<file path="src/logic/t2ud_pkg.sv">
// Purpose: constants and carrier types for the timer 2 extended-mode block
// Assumes: one clk_sys period is a quarter of an oscillator period
// Notes: registers are word addresses on an AHB-Lite slave
package t2ud_pkg;
  // register indices; the bus byte address is four times the index
  localparam logic [7:0] IDX_CLK_CTRL = 8'h8E;
  localparam logic [7:0] IDX_CLK_MODE = 8'h96;
  localparam logic [7:0] IDX_T2_CTRL = 8'hC8;
  localparam logic [7:0] IDX_T2_MODE = 8'hC9;
  localparam logic [7:0] IDX_RELOAD_LOW = 8'hCA;
  localparam logic [7:0] IDX_RELOAD_HIGH = 8'hCB;
  localparam logic [7:0] IDX_COUNT_LOW = 8'hCC;
  localparam logic [7:0] IDX_COUNT_HIGH = 8'hCD;
  localparam logic [7:0] IDX_POWER_MODE = 8'hC4;
  localparam logic [7:0] IDX_SERIAL_MODE = 8'h98;
  // timer control, mode, clock and power register bit positions
  localparam int CTL_OVF = 7;
  localparam int CTL_EXF = 6;
  localparam int CTL_RCLK = 5;
  localparam int CTL_TX_CLOCK_SELECT = 4;
  localparam int CTL_EXEN = 3;
  localparam int CTL_RUN = 2;
  localparam int CTL_CT = 1;
  localparam int CTL_CPRL = 0;
  localparam int MOD_UPDOWN = 0;
  localparam int MOD_CLKOUT = 1;
  localparam int CKC_SLOW_T2 = 5;
  localparam int CKM_FAST_T2 = 5;
  localparam int PMR_CD_HI = 7;
  localparam int PMR_CD_LO = 6;
  localparam int PMR_X4 = 3;
  // reset values and the all-ones count
  localparam logic [7:0] RST_CLK_CTRL = 8'h01;
  localparam logic [7:0] RST_CLK_MODE = 8'h00;
  localparam logic [7:0] RST_POWER_MODE = 8'h40;
  localparam logic [15:0] CNT_ALL_ONES = 16'hFFFF;
  // divider figures in ticks of the 4x time grid (quarter oscillator periods)
  localparam int DIV_STD = 48;
  localparam int DIV_BAUD = 8;
  localparam int DIV_BAUD_PM = 8192;
  localparam int DIV_PM_STD = 12288;
  localparam int DIV_PM_FAST = 4096;
  localparam int DIV_ONE = 4;
  localparam int DIV_FAST_4X = 1;
  localparam int DIV_FAST_2X = 2;
  localparam int DIV_SLOW_4X = 4;
  localparam int DIV_SLOW_2X = 8;
  localparam int DIV_SLOW_1X = 16;
  // system clock modes
  typedef enum logic [1:0] {T2UD_X4 = 2'b00, T2UD_X2 = 2'b01, T2UD_X1 = 2'b11,
    T2UD_PM = 2'b10} t2ud_sysmode_t;
  // bus address phase, addr holds the register index
  typedef struct packed {
    logic valid;
    logic write;
    logic [7:0] addr;
  } t2ud_aphase_t;
endpackage : t2ud_pkg

</file>
<file path="src/logic/t2ud_timer2.sv">
// Purpose: timer 2 up/down, baud-rate and clock-out modes with prescale select
// Assumes: one clk_sys at four times the oscillator; pins synchronous
// Notes: no interrupt logic; flags are visible in the control register
// Overview of operation
// - updown bit enables pin-directed counting
// - up overflow loads reload pair, or zero in capture mode
// - down match with reload loads FFFFh
// - updown overflow/underflow sets overflow flag
// - updown wraps toggle external flag
// - clock selects force 16-bit autoreload
// - baud overflow reloads, shift clock, no flag
// - baud mode pin fall sets external flag
// - baud/clockout time base oscillator over two
// - power mode baud base oscillator over 2048
// - counter select uses count pin edges
// - reload registers locked while running
// - clockout mode toggles count pin on overflow
// - clockout overflow raises no flag
// - clockout and serial share overflows
// - reset defaults to oscillator over twelve
// - fast prescale overrides slow prescale
// - divider table per system clock mode
// - plain autoreload pin fall forces reload
module t2ud_timer2 #(
  parameter int DIV_W = 14
) (
  input wire logic clk_sys,
  input wire logic srst,
  input wire logic [9:0] haddr,
  input wire logic [1:0] htrans,
  input wire logic hwrite,
  input wire logic [2:0] hsize,
  input wire logic hsel,
  input wire logic hready,
  input wire logic [31:0] hwdata,
  output logic [31:0] hrdata,
  output logic hreadyout,
  output logic hresp,
  input wire logic t2_ext_pin,
  input wire logic count_pin_in,
  output logic count_pin_out,
  output logic count_pin_oe_n,
  output logic shift_clock
);
  // registers
  logic [7:0] ctrl_reg, ctrl_next, mod_reg, mod_next, ckc_reg, ckc_next, ckm_reg, ckm_next;
  logic [7:0] pmr_reg, pmr_next, smod_reg, smod_next;
  logic [15:0] reload_reg, reload_next, count_reg, count_next;
  logic [DIV_W-1:0] div_reg, div_next;
  logic [1:0] ext_sync_reg, ext_sync_next, cnt_sync_reg, cnt_sync_next;
  logic ext_last_reg, ext_last_next, cnt_last_reg, cnt_last_next;
  logic pin_reg, pin_next, oe_n_reg, oe_n_next, shift_reg, shift_next;
  logic [31:0] rdata_reg, rdata_next;
  t2ud_pkg::t2ud_aphase_t ap_reg, ap_next;
  // decode helpers
  logic baud_mode, clkout_mode, reload_mode, updown, tick, ext_fall, cnt_fall;
  logic wrap_up, wrap_dn, wrap, count_en;
  logic [DIV_W-1:0] div_limit;
  t2ud_pkg::t2ud_sysmode_t sysmode;

  // system clock mode from power register bits
  function automatic t2ud_pkg::t2ud_sysmode_t sysmode_of(input logic [7:0] p);
    if (p[t2ud_pkg::PMR_CD_HI] && p[t2ud_pkg::PMR_CD_LO])
      return t2ud_pkg::T2UD_PM;
    else if (!p[t2ud_pkg::PMR_CD_HI] && !p[t2ud_pkg::PMR_CD_LO])
      return p[t2ud_pkg::PMR_X4] ? t2ud_pkg::T2UD_X4 : t2ud_pkg::T2UD_X2;
    else
      return t2ud_pkg::T2UD_X1;
  endfunction : sysmode_of

  // read mux, used for bus reads
  function automatic logic [7:0] reg_read(input logic [7:0] a, input logic [7:0] c,
    input logic [7:0] m, input logic [15:0] rl, input logic [15:0] cn,
    input logic [7:0] k, input logic [7:0] km, input logic [7:0] p, input logic [7:0] s);
    case (a)
      t2ud_pkg::IDX_T2_CTRL: return c;
      t2ud_pkg::IDX_T2_MODE: return m;
      t2ud_pkg::IDX_RELOAD_LOW: return rl[7:0];
      t2ud_pkg::IDX_RELOAD_HIGH: return rl[15:8];
      t2ud_pkg::IDX_COUNT_LOW: return cn[7:0];
      t2ud_pkg::IDX_COUNT_HIGH: return cn[15:8];
      t2ud_pkg::IDX_CLK_CTRL: return k;
      t2ud_pkg::IDX_CLK_MODE: return km;
      t2ud_pkg::IDX_POWER_MODE: return p;
      t2ud_pkg::IDX_SERIAL_MODE: return s;
      default: return 8'h00;
    endcase
  endfunction : reg_read

  // mode decode
  always_comb
  begin
    sysmode = sysmode_of(pmr_reg);
    baud_mode = ctrl_reg[t2ud_pkg::CTL_RCLK] | ctrl_reg[t2ud_pkg::CTL_TX_CLOCK_SELECT];
    reload_mode = baud_mode | ~ctrl_reg[t2ud_pkg::CTL_CPRL];
    // clockout needs autoreload timer; forced reload counts too
    clkout_mode = mod_reg[t2ud_pkg::MOD_CLKOUT] & reload_mode & ~ctrl_reg[t2ud_pkg::CTL_CT];
    // up/down only outside baud and clockout
    updown = mod_reg[t2ud_pkg::MOD_UPDOWN] & reload_mode & ~baud_mode & ~clkout_mode;
  end

  // input clock divider limit
  always_comb
  begin
    div_limit = DIV_W'(t2ud_pkg::DIV_STD);
    if (baud_mode || clkout_mode)
    begin
      if (sysmode == t2ud_pkg::T2UD_PM)
        div_limit = DIV_W'(t2ud_pkg::DIV_BAUD_PM);
      else
        div_limit = DIV_W'(t2ud_pkg::DIV_BAUD);
    end
    else
    begin
      case (sysmode)
        t2ud_pkg::T2UD_PM:
          div_limit = (ckm_reg[t2ud_pkg::CKM_FAST_T2] || ckc_reg[t2ud_pkg::CKC_SLOW_T2]) ?
            DIV_W'(t2ud_pkg::DIV_PM_FAST) : DIV_W'(t2ud_pkg::DIV_PM_STD);
        t2ud_pkg::T2UD_X4:
          div_limit = ckm_reg[t2ud_pkg::CKM_FAST_T2] ? DIV_W'(t2ud_pkg::DIV_FAST_4X) :
            ckc_reg[t2ud_pkg::CKC_SLOW_T2] ? DIV_W'(t2ud_pkg::DIV_SLOW_4X) :
            DIV_W'(t2ud_pkg::DIV_STD);
        t2ud_pkg::T2UD_X2:
          div_limit = ckm_reg[t2ud_pkg::CKM_FAST_T2] ? DIV_W'(t2ud_pkg::DIV_FAST_2X) :
            ckc_reg[t2ud_pkg::CKC_SLOW_T2] ? DIV_W'(t2ud_pkg::DIV_SLOW_2X) :
            DIV_W'(t2ud_pkg::DIV_STD);
        t2ud_pkg::T2UD_X1:
          div_limit = ckm_reg[t2ud_pkg::CKM_FAST_T2] ? DIV_W'(t2ud_pkg::DIV_ONE) :
            ckc_reg[t2ud_pkg::CKC_SLOW_T2] ? DIV_W'(t2ud_pkg::DIV_SLOW_1X) :
            DIV_W'(t2ud_pkg::DIV_STD);
        default: div_limit = DIV_W'(t2ud_pkg::DIV_STD);
      endcase
    end
  end

  // divider in quarter-oscillator steps; one clk_sys is one step
  always_comb
  begin
    div_next = div_reg;
    tick = 1'b0;
    if (!ctrl_reg[t2ud_pkg::CTL_RUN])
      div_next = '0;
    else if (DIV_W'(div_reg + DIV_W'(1)) >= div_limit)
    begin
      tick = 1'b1;
      div_next = '0;
    end
    else
      div_next = DIV_W'(div_reg + DIV_W'(1));
  end

  always_comb
  begin
    ext_sync_next = {ext_sync_reg[0], t2_ext_pin};
    cnt_sync_next = {cnt_sync_reg[0], count_pin_in};
    ext_last_next = ext_sync_reg[1];
    cnt_last_next = cnt_sync_reg[1];
    ext_fall = ext_last_reg & ~ext_sync_reg[1];
    cnt_fall = cnt_last_reg & ~cnt_sync_reg[1];
  end

  // counter, flags and output pin
  always_comb
  begin
    count_next = count_reg;
    pin_next = pin_reg;
    shift_next = 1'b0;
    oe_n_next = ~clkout_mode;
    // counter mode counts pin falls, no prescale
    count_en = ctrl_reg[t2ud_pkg::CTL_RUN] & (ctrl_reg[t2ud_pkg::CTL_CT] ? cnt_fall : tick);
    wrap_up = count_en & (~updown | ext_sync_reg[1]) & (count_reg == t2ud_pkg::CNT_ALL_ONES);
    wrap_dn = count_en & updown & ~ext_sync_reg[1] & (count_reg == reload_reg);
    wrap = wrap_up | wrap_dn;
    if (count_en)
    begin
      if (wrap_dn)
        count_next = t2ud_pkg::CNT_ALL_ONES;
      else if (wrap_up)
        count_next = reload_mode ? reload_reg : 16'h0000;
      else if (updown && !ext_sync_reg[1])
        count_next = 16'(count_reg - 16'h0001);
      else
        count_next = 16'(count_reg + 16'h0001);
    end
    if (ctrl_reg[t2ud_pkg::CTL_EXEN] && ext_fall && reload_mode && !updown && !baud_mode)
      count_next = reload_reg;
    shift_next = wrap_up & baud_mode;
    if (clkout_mode && wrap_up)
      pin_next = ~pin_reg;
    else if (!clkout_mode)
      pin_next = 1'b1;
  end

  // registers and bus writes; hardware set wins over software clear
  always_comb
  begin
    logic wr;
    logic [7:0] wd;
    wr = ap_reg.valid & ap_reg.write;
    wd = hwdata[7:0];
    ctrl_next = ctrl_reg;
    mod_next = mod_reg;
    ckc_next = ckc_reg;
    ckm_next = ckm_reg;
    pmr_next = pmr_reg;
    smod_next = smod_reg;
    reload_next = reload_reg;
    if (wr)
    begin
      case (ap_reg.addr)
        t2ud_pkg::IDX_T2_CTRL: ctrl_next = wd;
        t2ud_pkg::IDX_T2_MODE: mod_next = {6'h00, wd[1:0]};
        t2ud_pkg::IDX_CLK_CTRL: ckc_next = wd;
        t2ud_pkg::IDX_CLK_MODE: ckm_next = wd;
        t2ud_pkg::IDX_POWER_MODE: pmr_next = wd;
        t2ud_pkg::IDX_SERIAL_MODE: smod_next = wd;
        t2ud_pkg::IDX_RELOAD_LOW:
          if (!ctrl_reg[t2ud_pkg::CTL_RUN]) reload_next[7:0] = wd;
        t2ud_pkg::IDX_RELOAD_HIGH:
          if (!ctrl_reg[t2ud_pkg::CTL_RUN]) reload_next[15:8] = wd;
        default: ;
      endcase
    end
    // flag not set in baud or clockout
    if ((wrap && updown) || (wrap_up && !baud_mode && !clkout_mode))
      ctrl_next[t2ud_pkg::CTL_OVF] = 1'b1;
    if (wrap && updown)
      ctrl_next[t2ud_pkg::CTL_EXF] = ~ctrl_reg[t2ud_pkg::CTL_EXF];
    else if (ctrl_reg[t2ud_pkg::CTL_EXEN] && ext_fall && !updown)
      ctrl_next[t2ud_pkg::CTL_EXF] = 1'b1;
  end

  // count register writes overlay the counter path
  logic [15:0] count_final;
  always_comb
  begin
    count_final = count_next;
    if (ap_reg.valid && ap_reg.write && ap_reg.addr == t2ud_pkg::IDX_COUNT_LOW)
      count_final[7:0] = hwdata[7:0];
    if (ap_reg.valid && ap_reg.write && ap_reg.addr == t2ud_pkg::IDX_COUNT_HIGH)
      count_final[15:8] = hwdata[7:0];
  end

  // bus address phase capture and read data
  always_comb
  begin
    // byte address is four times the index; unaligned words are ignored
    ap_next.valid = hsel & hready & htrans[1] & (haddr[1:0] == 2'b00);
    ap_next.write = hwrite;
    ap_next.addr = haddr[9:2];
    rdata_next = '0;
    if (hsel && hready && htrans[1] && !hwrite && haddr[1:0] == 2'b00)
      rdata_next = {24'h000000, reg_read(haddr[9:2], ctrl_reg, mod_reg, reload_reg, count_reg,
        ckc_reg, ckm_reg, pmr_reg, smod_reg)};
  end

  // state registers
  always_ff @(posedge clk_sys)
  begin
    if (srst)
    begin
      ctrl_reg <= 8'h00;
      mod_reg <= 8'h00;
      ckc_reg <= t2ud_pkg::RST_CLK_CTRL;
      ckm_reg <= t2ud_pkg::RST_CLK_MODE;
      pmr_reg <= t2ud_pkg::RST_POWER_MODE;
      smod_reg <= 8'h00;
      reload_reg <= 16'h0000;
      count_reg <= 16'h0000;
      div_reg <= '0;
      ext_sync_reg <= 2'h3;
      cnt_sync_reg <= 2'h3;
      ext_last_reg <= 1'b1;
      cnt_last_reg <= 1'b1;
      pin_reg <= 1'b1;
      oe_n_reg <= 1'b1;
      shift_reg <= 1'b0;
      rdata_reg <= 32'h00000000;
      ap_reg <= '0;
    end
    else
    begin
      ctrl_reg <= ctrl_next;
      mod_reg <= mod_next;
      ckc_reg <= ckc_next;
      ckm_reg <= ckm_next;
      pmr_reg <= pmr_next;
      smod_reg <= smod_next;
      reload_reg <= reload_next;
      count_reg <= count_final;
      div_reg <= div_next;
      ext_sync_reg <= ext_sync_next;
      cnt_sync_reg <= cnt_sync_next;
      ext_last_reg <= ext_last_next;
      cnt_last_reg <= cnt_last_next;
      pin_reg <= pin_next;
      oe_n_reg <= oe_n_next;
      shift_reg <= shift_next;
      rdata_reg <= rdata_next;
      ap_reg <= ap_next;
    end
  end

  // outputs straight from flops, ready and response tied constant; slave never waits
  assign hrdata = rdata_reg;
  assign hreadyout = 1'b1;
  assign hresp = 1'b0;
  assign count_pin_out = pin_reg;
  assign count_pin_oe_n = oe_n_reg;
  assign shift_clock = shift_reg;
endmodule : t2ud_timer2

</file>
<file path="config.mk">
export PLATFORM = sky130hd
export DESIGN_NAME = t2ud_timer2
export DESIGN_NICKNAME = d
export VERILOG_FILES = /design/src/logic/t2ud_pkg.sv /design/src/logic/t2ud_timer2.sv
export SDC_FILE = /design/constraint.sdc
export NUM_CORES = 1
export LEC_CHECK = 0
export ABC_CLOCK_PERIOD_IN_PS = 4800
export BUFFER_PORTS_ARGS = -buffer_cell sky130_fd_sc_hd__buf_2
export CORE_MARGIN = 8
export CORE_UTILIZATION = 40
export DETAILED_ROUTE_END_ITERATION = 7
export GPL_ROUTABILITY_DRIVEN = 0
export SETUP_SLACK_MARGIN = 0.15
export SYNTH_ARGS = -nofsm -noshare
export SYNTH_HDL_FRONTEND = slang
export SYNTH_SLANG_ARGS = --single-unit
</file>
<file path="constraint.sdc">
create_clock -name clk_sys -period 4.8 [get_ports clk_sys]
set_input_delay 0.24 -clock clk_sys [delete_from_list [all_inputs] [get_ports clk_sys]]
set_output_delay 0.24 -clock clk_sys [all_outputs]
set_load 0.005 [all_outputs]
</file>
-- Word-level counts from Yosys, hierarchy flattened
Index checks and enable logic that the tools add are counted.
- reductions and logical operators: 49
- magnitude comparators: 1
- muxes and demuxes: 32
- bitwise logic cells: 33
- add/sub/neg operators: 3
- equal/unequal tests: 26
- operator list (kind ; number):
    equality test 8 bit (second input constant) ; 20
    2-to-1 mux 16 bit ; 6
    case mux 8 bit (10 select lines) ; 1
    case mux 14 bit (4 select lines) ; 1
    2-to-1 mux 14 bit ; 3
    2-to-1 mux 6 bit ; 6
    2-to-1 mux 8 bit ; 4
    logical AND 1 bit ; 19
    bitwise AND 1 bit ; 18
    adder 16 x 1 -> 16 bit (second input constant) ; 1
    equality test 16 bit ; 1
    equality test 16 bit (second input constant) ; 1
    AND reduction 2 bit ; 8
    subtractor 16 x 1 -> 16 bit (second input constant) ; 1
    adder 14 x 1 -> 14 bit (second input constant) ; 1
    >= comparator 14 bit ; 1
    nonzero test 3 bit ; 4
    NOT 1 bit ; 11
    2-to-1 mux 1 bit ; 9
    logical NOT 1 bit ; 7
    AND reduction 3 bit ; 2
    equality test 2 bit (second input constant) ; 2
    logical NOT 2 bit ; 2
    2-to-1 mux 2 bit ; 2
    7 further kinds ; 13
- logic and storage cells: 169
- flip-flop bits (word level): 139
- output and inout port bits: 37
- input port bits: 54

-- Logic depth before layout (Yosys ltp)
- depth in word-level cells: 20
- gate-level depth with buffers: 19
- gate-level depth less buffers: 16

-- Worst setup path after synthesis
Ideal clock, no wire load.
- path kind: register to register
- start: register ctrl_reg[1]
- end: register count_reg[15]
- buffers on the path: 2
- slack: 1.289 ns
- required time: 4.672 ns
- stages on the path, launching flop included: 18
- library setup time: 0.128 ns
- arrival: 3.383 ns
- cell sequence: dfxtp_1 > clkbuf_1 > nand2b_1 > nand4b_1 > or2_1 > clkbuf_1 > inv_1 > ha_1 > a21oi_1 > nand2_1 > nor4_1 > o21ai_0 > o31a_1 > a21o_1 > a21oi_1 > xnor2_1 > a21oi_1 > o22ai_1
- longest elaborated chain between the ends: 16
- elaborated cells between the ends (all ways): 29
- classes of those cells: order compare (1); mux (10); bitwise (12); reduce/logical (6)
- ends and longest elaborated chain (element ; line ; source):
    start, declared ; t2ud_timer2.sv:46 ; logic [7:0] ctrl_reg, ctrl_next, mod_reg, mod_next, ckc_reg, ckc_next, ckm_reg, ckm_next;
    start signal, assigned ; t2ud_timer2.sv:283 ; ctrl_reg <= ctrl_next;
    NOT 1 bit ; t2ud_timer2.sv:97 ; clkout_mode = mod_reg[t2ud_pkg::MOD_CLKOUT] & reload_mode & ~ctrl_reg[t2ud_pkg::CTL_CT];
    bitwise AND 1 bit ; t2ud_timer2.sv:97 ;
    logical OR 1 bit ; t2ud_timer2.sv:106 ; if (baud_mode || clkout_mode)
    2-to-1 mux 14 bit ; t2ud_timer2.sv:106 ;
    >= comparator 14 bit ; t2ud_timer2.sv:143 ; else if (DIV_W'(div_reg + DIV_W'(1)) >= div_limit)
    2-to-1 mux 1 bit ; t2ud_timer2.sv:143 ;
    2-to-1 mux 1 bit ; t2ud_timer2.sv:141 ; if (!ctrl_reg[t2ud_pkg::CTL_RUN])
    2-to-1 mux 1 bit ; t2ud_timer2.sv:170 ; count_en = ctrl_reg[t2ud_pkg::CTL_RUN] & (ctrl_reg[t2ud_pkg::CTL_CT] ? cnt_fall : tick);
    bitwise AND 1 bit ; t2ud_timer2.sv:170 ;
    bitwise AND 1 bit (on tied branches) (2 in series) ; t2ud_timer2.sv:171, t2ud_timer2.sv:172 ;
    2-to-1 mux 16 bit / bitwise AND 1 bit (equally long branches) ; t2ud_timer2.sv:178, t2ud_timer2.sv:172 ;
    2-to-1 mux 16 bit ; t2ud_timer2.sv:176 ; if (wrap_dn)
    2-to-1 mux 16 bit ; t2ud_timer2.sv:174 ; if (count_en)
    2-to-1 mux 16 bit ; t2ud_timer2.sv:185 ; if (ctrl_reg[t2ud_pkg::CTL_EXEN] && ext_fall && reload_mode && !updown && !baud_mode)
    2-to-1 mux 8 bit ; t2ud_timer2.sv:240 ; if (ap_reg.valid && ap_reg.write && ap_reg.addr == t2ud_pkg::IDX_COUNT_HIGH)
    end signal, assigned ; t2ud_timer2.sv:290 ; count_reg <= count_final;
    end, declared ; t2ud_timer2.sv:48 ; logic [15:0] reload_reg, reload_next, count_reg, count_next;
Several ways; a longest one is shown, not always the timed one. The select of a mux whose other input is x is not followed.
A chain may end at the register's enable or synchronous reset.

-- Worst setup path in the final report
- start: register ctrl_reg[4]
- end: register count_reg[9]
- longest elaborated chain between the ends: 18
- elaborated cells between the ends (all ways): 37
- classes of those cells: order compare (1); mux (11); bitwise (17); reduce/logical (8)
- ends and longest elaborated chain (element ; line ; source):
    bitwise OR 1 bit * ; t2ud_timer2.sv:94 ; baud_mode = ctrl_reg[t2ud_pkg::CTL_RCLK] | ctrl_reg[t2ud_pkg::CTL_TX_CLOCK_SELECT];
    bitwise OR 1 bit ; t2ud_timer2.sv:95 ; reload_mode = baud_mode | ~ctrl_reg[t2ud_pkg::CTL_CPRL];
    bitwise AND 1 bit (2 in series) ; t2ud_timer2.sv:97 ;
    logical OR 1 bit ; t2ud_timer2.sv:106 ;
    2-to-1 mux 14 bit ; t2ud_timer2.sv:106 ;
    >= comparator 14 bit ; t2ud_timer2.sv:143 ;
    2-to-1 mux 1 bit ; t2ud_timer2.sv:143 ;
    2-to-1 mux 1 bit ; t2ud_timer2.sv:141 ;
    2-to-1 mux 1 bit ; t2ud_timer2.sv:170 ;
    bitwise AND 1 bit ; t2ud_timer2.sv:170 ;
    bitwise AND 1 bit (on tied branches) (2 in series) ; t2ud_timer2.sv:171, t2ud_timer2.sv:172 ;
    2-to-1 mux 16 bit / bitwise AND 1 bit (equally long branches) ; t2ud_timer2.sv:178, t2ud_timer2.sv:172 ;
    2-to-1 mux 16 bit ; t2ud_timer2.sv:176 ;
    2-to-1 mux 16 bit ; t2ud_timer2.sv:174 ;
    2-to-1 mux 16 bit ; t2ud_timer2.sv:185 ;
    2-to-1 mux 8 bit ; t2ud_timer2.sv:240 ;
Mark *: on every way between the ends. The rest lies on a longest branch, timed or not. The select of a mux whose other input is x is not followed.

==> results.cfg <==
[status]
status = finished clean

[cts]
cts_tree = built
cts_root_buf = clkbuf_16
holdBufCountCts = 3
cts_buffers = 17
cts_setup_buffers = 0
clock_latency_ps = 420
clock_sinks = 115
ctsResizeCount = 0
cts_max_level = 4
clk_pin_slew_ps = 60
cts_max_path_buffers = 2

[routing]
drt_iter0_markers = 563
drt_wl_total_mm = 19.9
firstDrtPassIters = 5
wl_per_cell_um = 19.2
ant_nets = 0
drc = 0
via_count = 5887
viasPerCell = 5.68

[global_routing]
grt_pass1_wl_mm = 31.2
grt_usage_pct = 19.8
antenna_found_initial = 0
grt_pass1_vias = 5536
grt_start_max_net_pins = 95
overflow = 0

[synthesis]
synth_area_per_cell_um2 = 8.47
netlist_top_cells_count = dfxtp_1 (115), nor2_1 (102), mux2i_1 (59), nand2_1 (57), a21oi_1 (38)
synth.most_common_cell = dfxtp_1
synth_area_leaders = dfxtp_1 (35%), mux2i_1 (8.9%), nor2_1 (5.8%)
ys_types = 66
synth_edf_count = 0
ys_seq_elements = 115
yosysSeqAreaShare_pct = 34.7
syn-instance-count = 782
synth_largest_area_cell = dfxtp_1
syn_area_um2 = 6630
async_flop_share_pct = 0
ys.flop_type = dfxtp_1
synth_top_area_share_pct = 34.7
ys.warnings.count = 0

[sta]
finalHoldViolations = 0
min_period_over_period_pct = 85.1
rsz0062_at_grt = false
max_slew_margin_pct = 9.00
setup_viol = 0
min_period_ps = 4080
max_freq_ghz = 0.245
worstMarginPinSlew_ps = 1350
fin_skew_ps = 8.98
tns_ps = 0
finalMaxSlewViolations = 0

[min_path]
min_path_type = primary input to flip-flop
min_from = srst
hold_depth = 2
holdPathEnd = ap_reg[9]

[critical_path]
critical_path_required_ps = 5130
startpoint_type = flip-flop
rr_startpoint = ctrl_reg[4]
r2r_cells = 15
worstSetupEndpointType = flip-flop
ff2ff_setup_slack_ps = 720
cp_max_fo = 14
worstPathArrival_ps = 4410
r2r_end = count_reg[9]
worstSetupPathType = flip-flop to flip-flop

[place]
portBuffers = 36
place_area_um2 = 6870
hpwl_mm = 13.8

[die]
die_area_um2 = 20900
die_x_um = 145
initial_utilization_pct = 40.4
num_io_pins = 91
placementRows = 47
coreArea_um2 = 16400
dieHeight_um = 145

[job]
maxCapViolCount = 0

[power]
p_leak_uw = 0.00312
vdd_drop_max_uv = 257
power_density_nw_per_um2 = 320

[layout]
diodes = 0
design_area_um2 = 7540
syn_to_final_growth_pct = 13.8
nets = 881
final_layout_size_suffix_gt1_share_pct = 11.6
==> critical path, stage by stage, from the launching register on <==
cell       delay, ps
dfxtp_1          380
nor2_1           360
o21ai_0          250
or4_1            530
ha_1             200
a21o_1           150
a31oi_1          120
o21ai_0          130
a2111oi_2        350
nand3_1          200
nand3_1          530
buf_4            260
nand2_1           70
a31oi_1          170
nand2_1          100
a211oi_1         200
==> cell type report <==
cell class / count / area (µm²)
timing repair buffer: 48 / 278
clock inverter: 14 / 201
inverter: 10 / 37.5
clock buffer: 18 / 439
tap: 220 / 275
multi-input combinational: 611 / 4010
fill: 1618 / 8870
sequential: 115 / 2300
==> power breakdown <==
group,switching (µW),leakage (µW),internal (µW)
sequential,4.17,0.000930,961
clock,496,0.000307,889
combinational,41.8,0.00188,18.4
total,542,0.00312,1870
==> per-stage QoR <==
step,worst slack (ps),power (µW),instances,util [%],hold slack (ps)
3_3_place_gp,697,1040,1001,41.9,397
6_report,716,2410,1036,45.9,30.4
3_5_place_dp,700,1040,1001,41.9,395
2_1_floorplan,1290,1040,806,-,328
5_1_grt,348,2480,1036,45.9,17.9
4_1_cts,701,2420,1036,45.9,15.9
==> cells by family (layout without fill, tap and decap cells) <==
group	count (synthesis)	in the layout	synth area share, %
adder cells (fa/ha/maj)	24	24	4.65
AO/OA/AOI/OAI	155	155	16.7
multiplexers	59	59	8.91
buffers and inverters	80	90	6.34
flip-flops	115	115	34.7
AND/OR/NAND/NOR	302	302	22.6
other	2	26	0.113
XOR/XNOR	45	45	5.95
==> cells in the final DEF, fill, tap and decap left out, types with 4 or more instances in the layout <==
cell	netlist	layout
a211oi_1	16	16
nand4b_1	4	4
ha_1	23	23
a221oi_1	15	15
o21a_1	4	4
nor2_1	102	102
nand3_1	27	27
buf_2	3	36
nand2b_1	12	12
nor3_1	17	16
and4_1	4	4
mux2i_1	59	59
nor2b_1	24	24
a311oi_1	4	4
clkbuf_16	0	17
conb_1	2	26
a31oi_1	16	16
or2_2	6	6
inv_1	10	10
nand4_1	13	13
a21oi_1	38	38
and3_1	9	9
buf_4	29	9
clkinv_4	0	4
xor2_1	9	9
dfxtp_1	115	115
o211ai_1	4	4
a211o_1	4	4
bufinv_16	0	4
and2_1	7	7
xnor2_1	36	36
nand2_1	57	57
nor4_1	4	4
o21ai_0	13	13
a22o_1	13	13
==> routing by layer <==
layer / vias to the layer above / track usage (%) / part of all wire, %
met4: 0 / 8.27 / 2.6
li1: 2813 / - / -
met3: 38 / 4.46 / 6.5
met5: - / 0 / 0
met2: 207 / 32.0 / 47
met1: 2829 / 24.9 / 44
==> how the worst max path moves through the flow <==
| stage | cells past startpoint | slack (ps) | startpoint | to |
|---|---|---|---|---|
| floorplan | 17 | 1290 | ctrl_reg[1] | count_reg[15] |
| global placement | 15 | 700 | ctrl_reg[4] | count_reg[8] |
| detailed placement | 15 | 700 | ctrl_reg[4] | count_reg[9] |
| CTS | 15 | 700 | ctrl_reg[4] | count_reg[9] |
| global route | 15 | 350 | ctrl_reg[4] | count_reg[13] |
| finish | 15 | 720 | ctrl_reg[4] | count_reg[9] |
(Power assumes the default switching activity.)
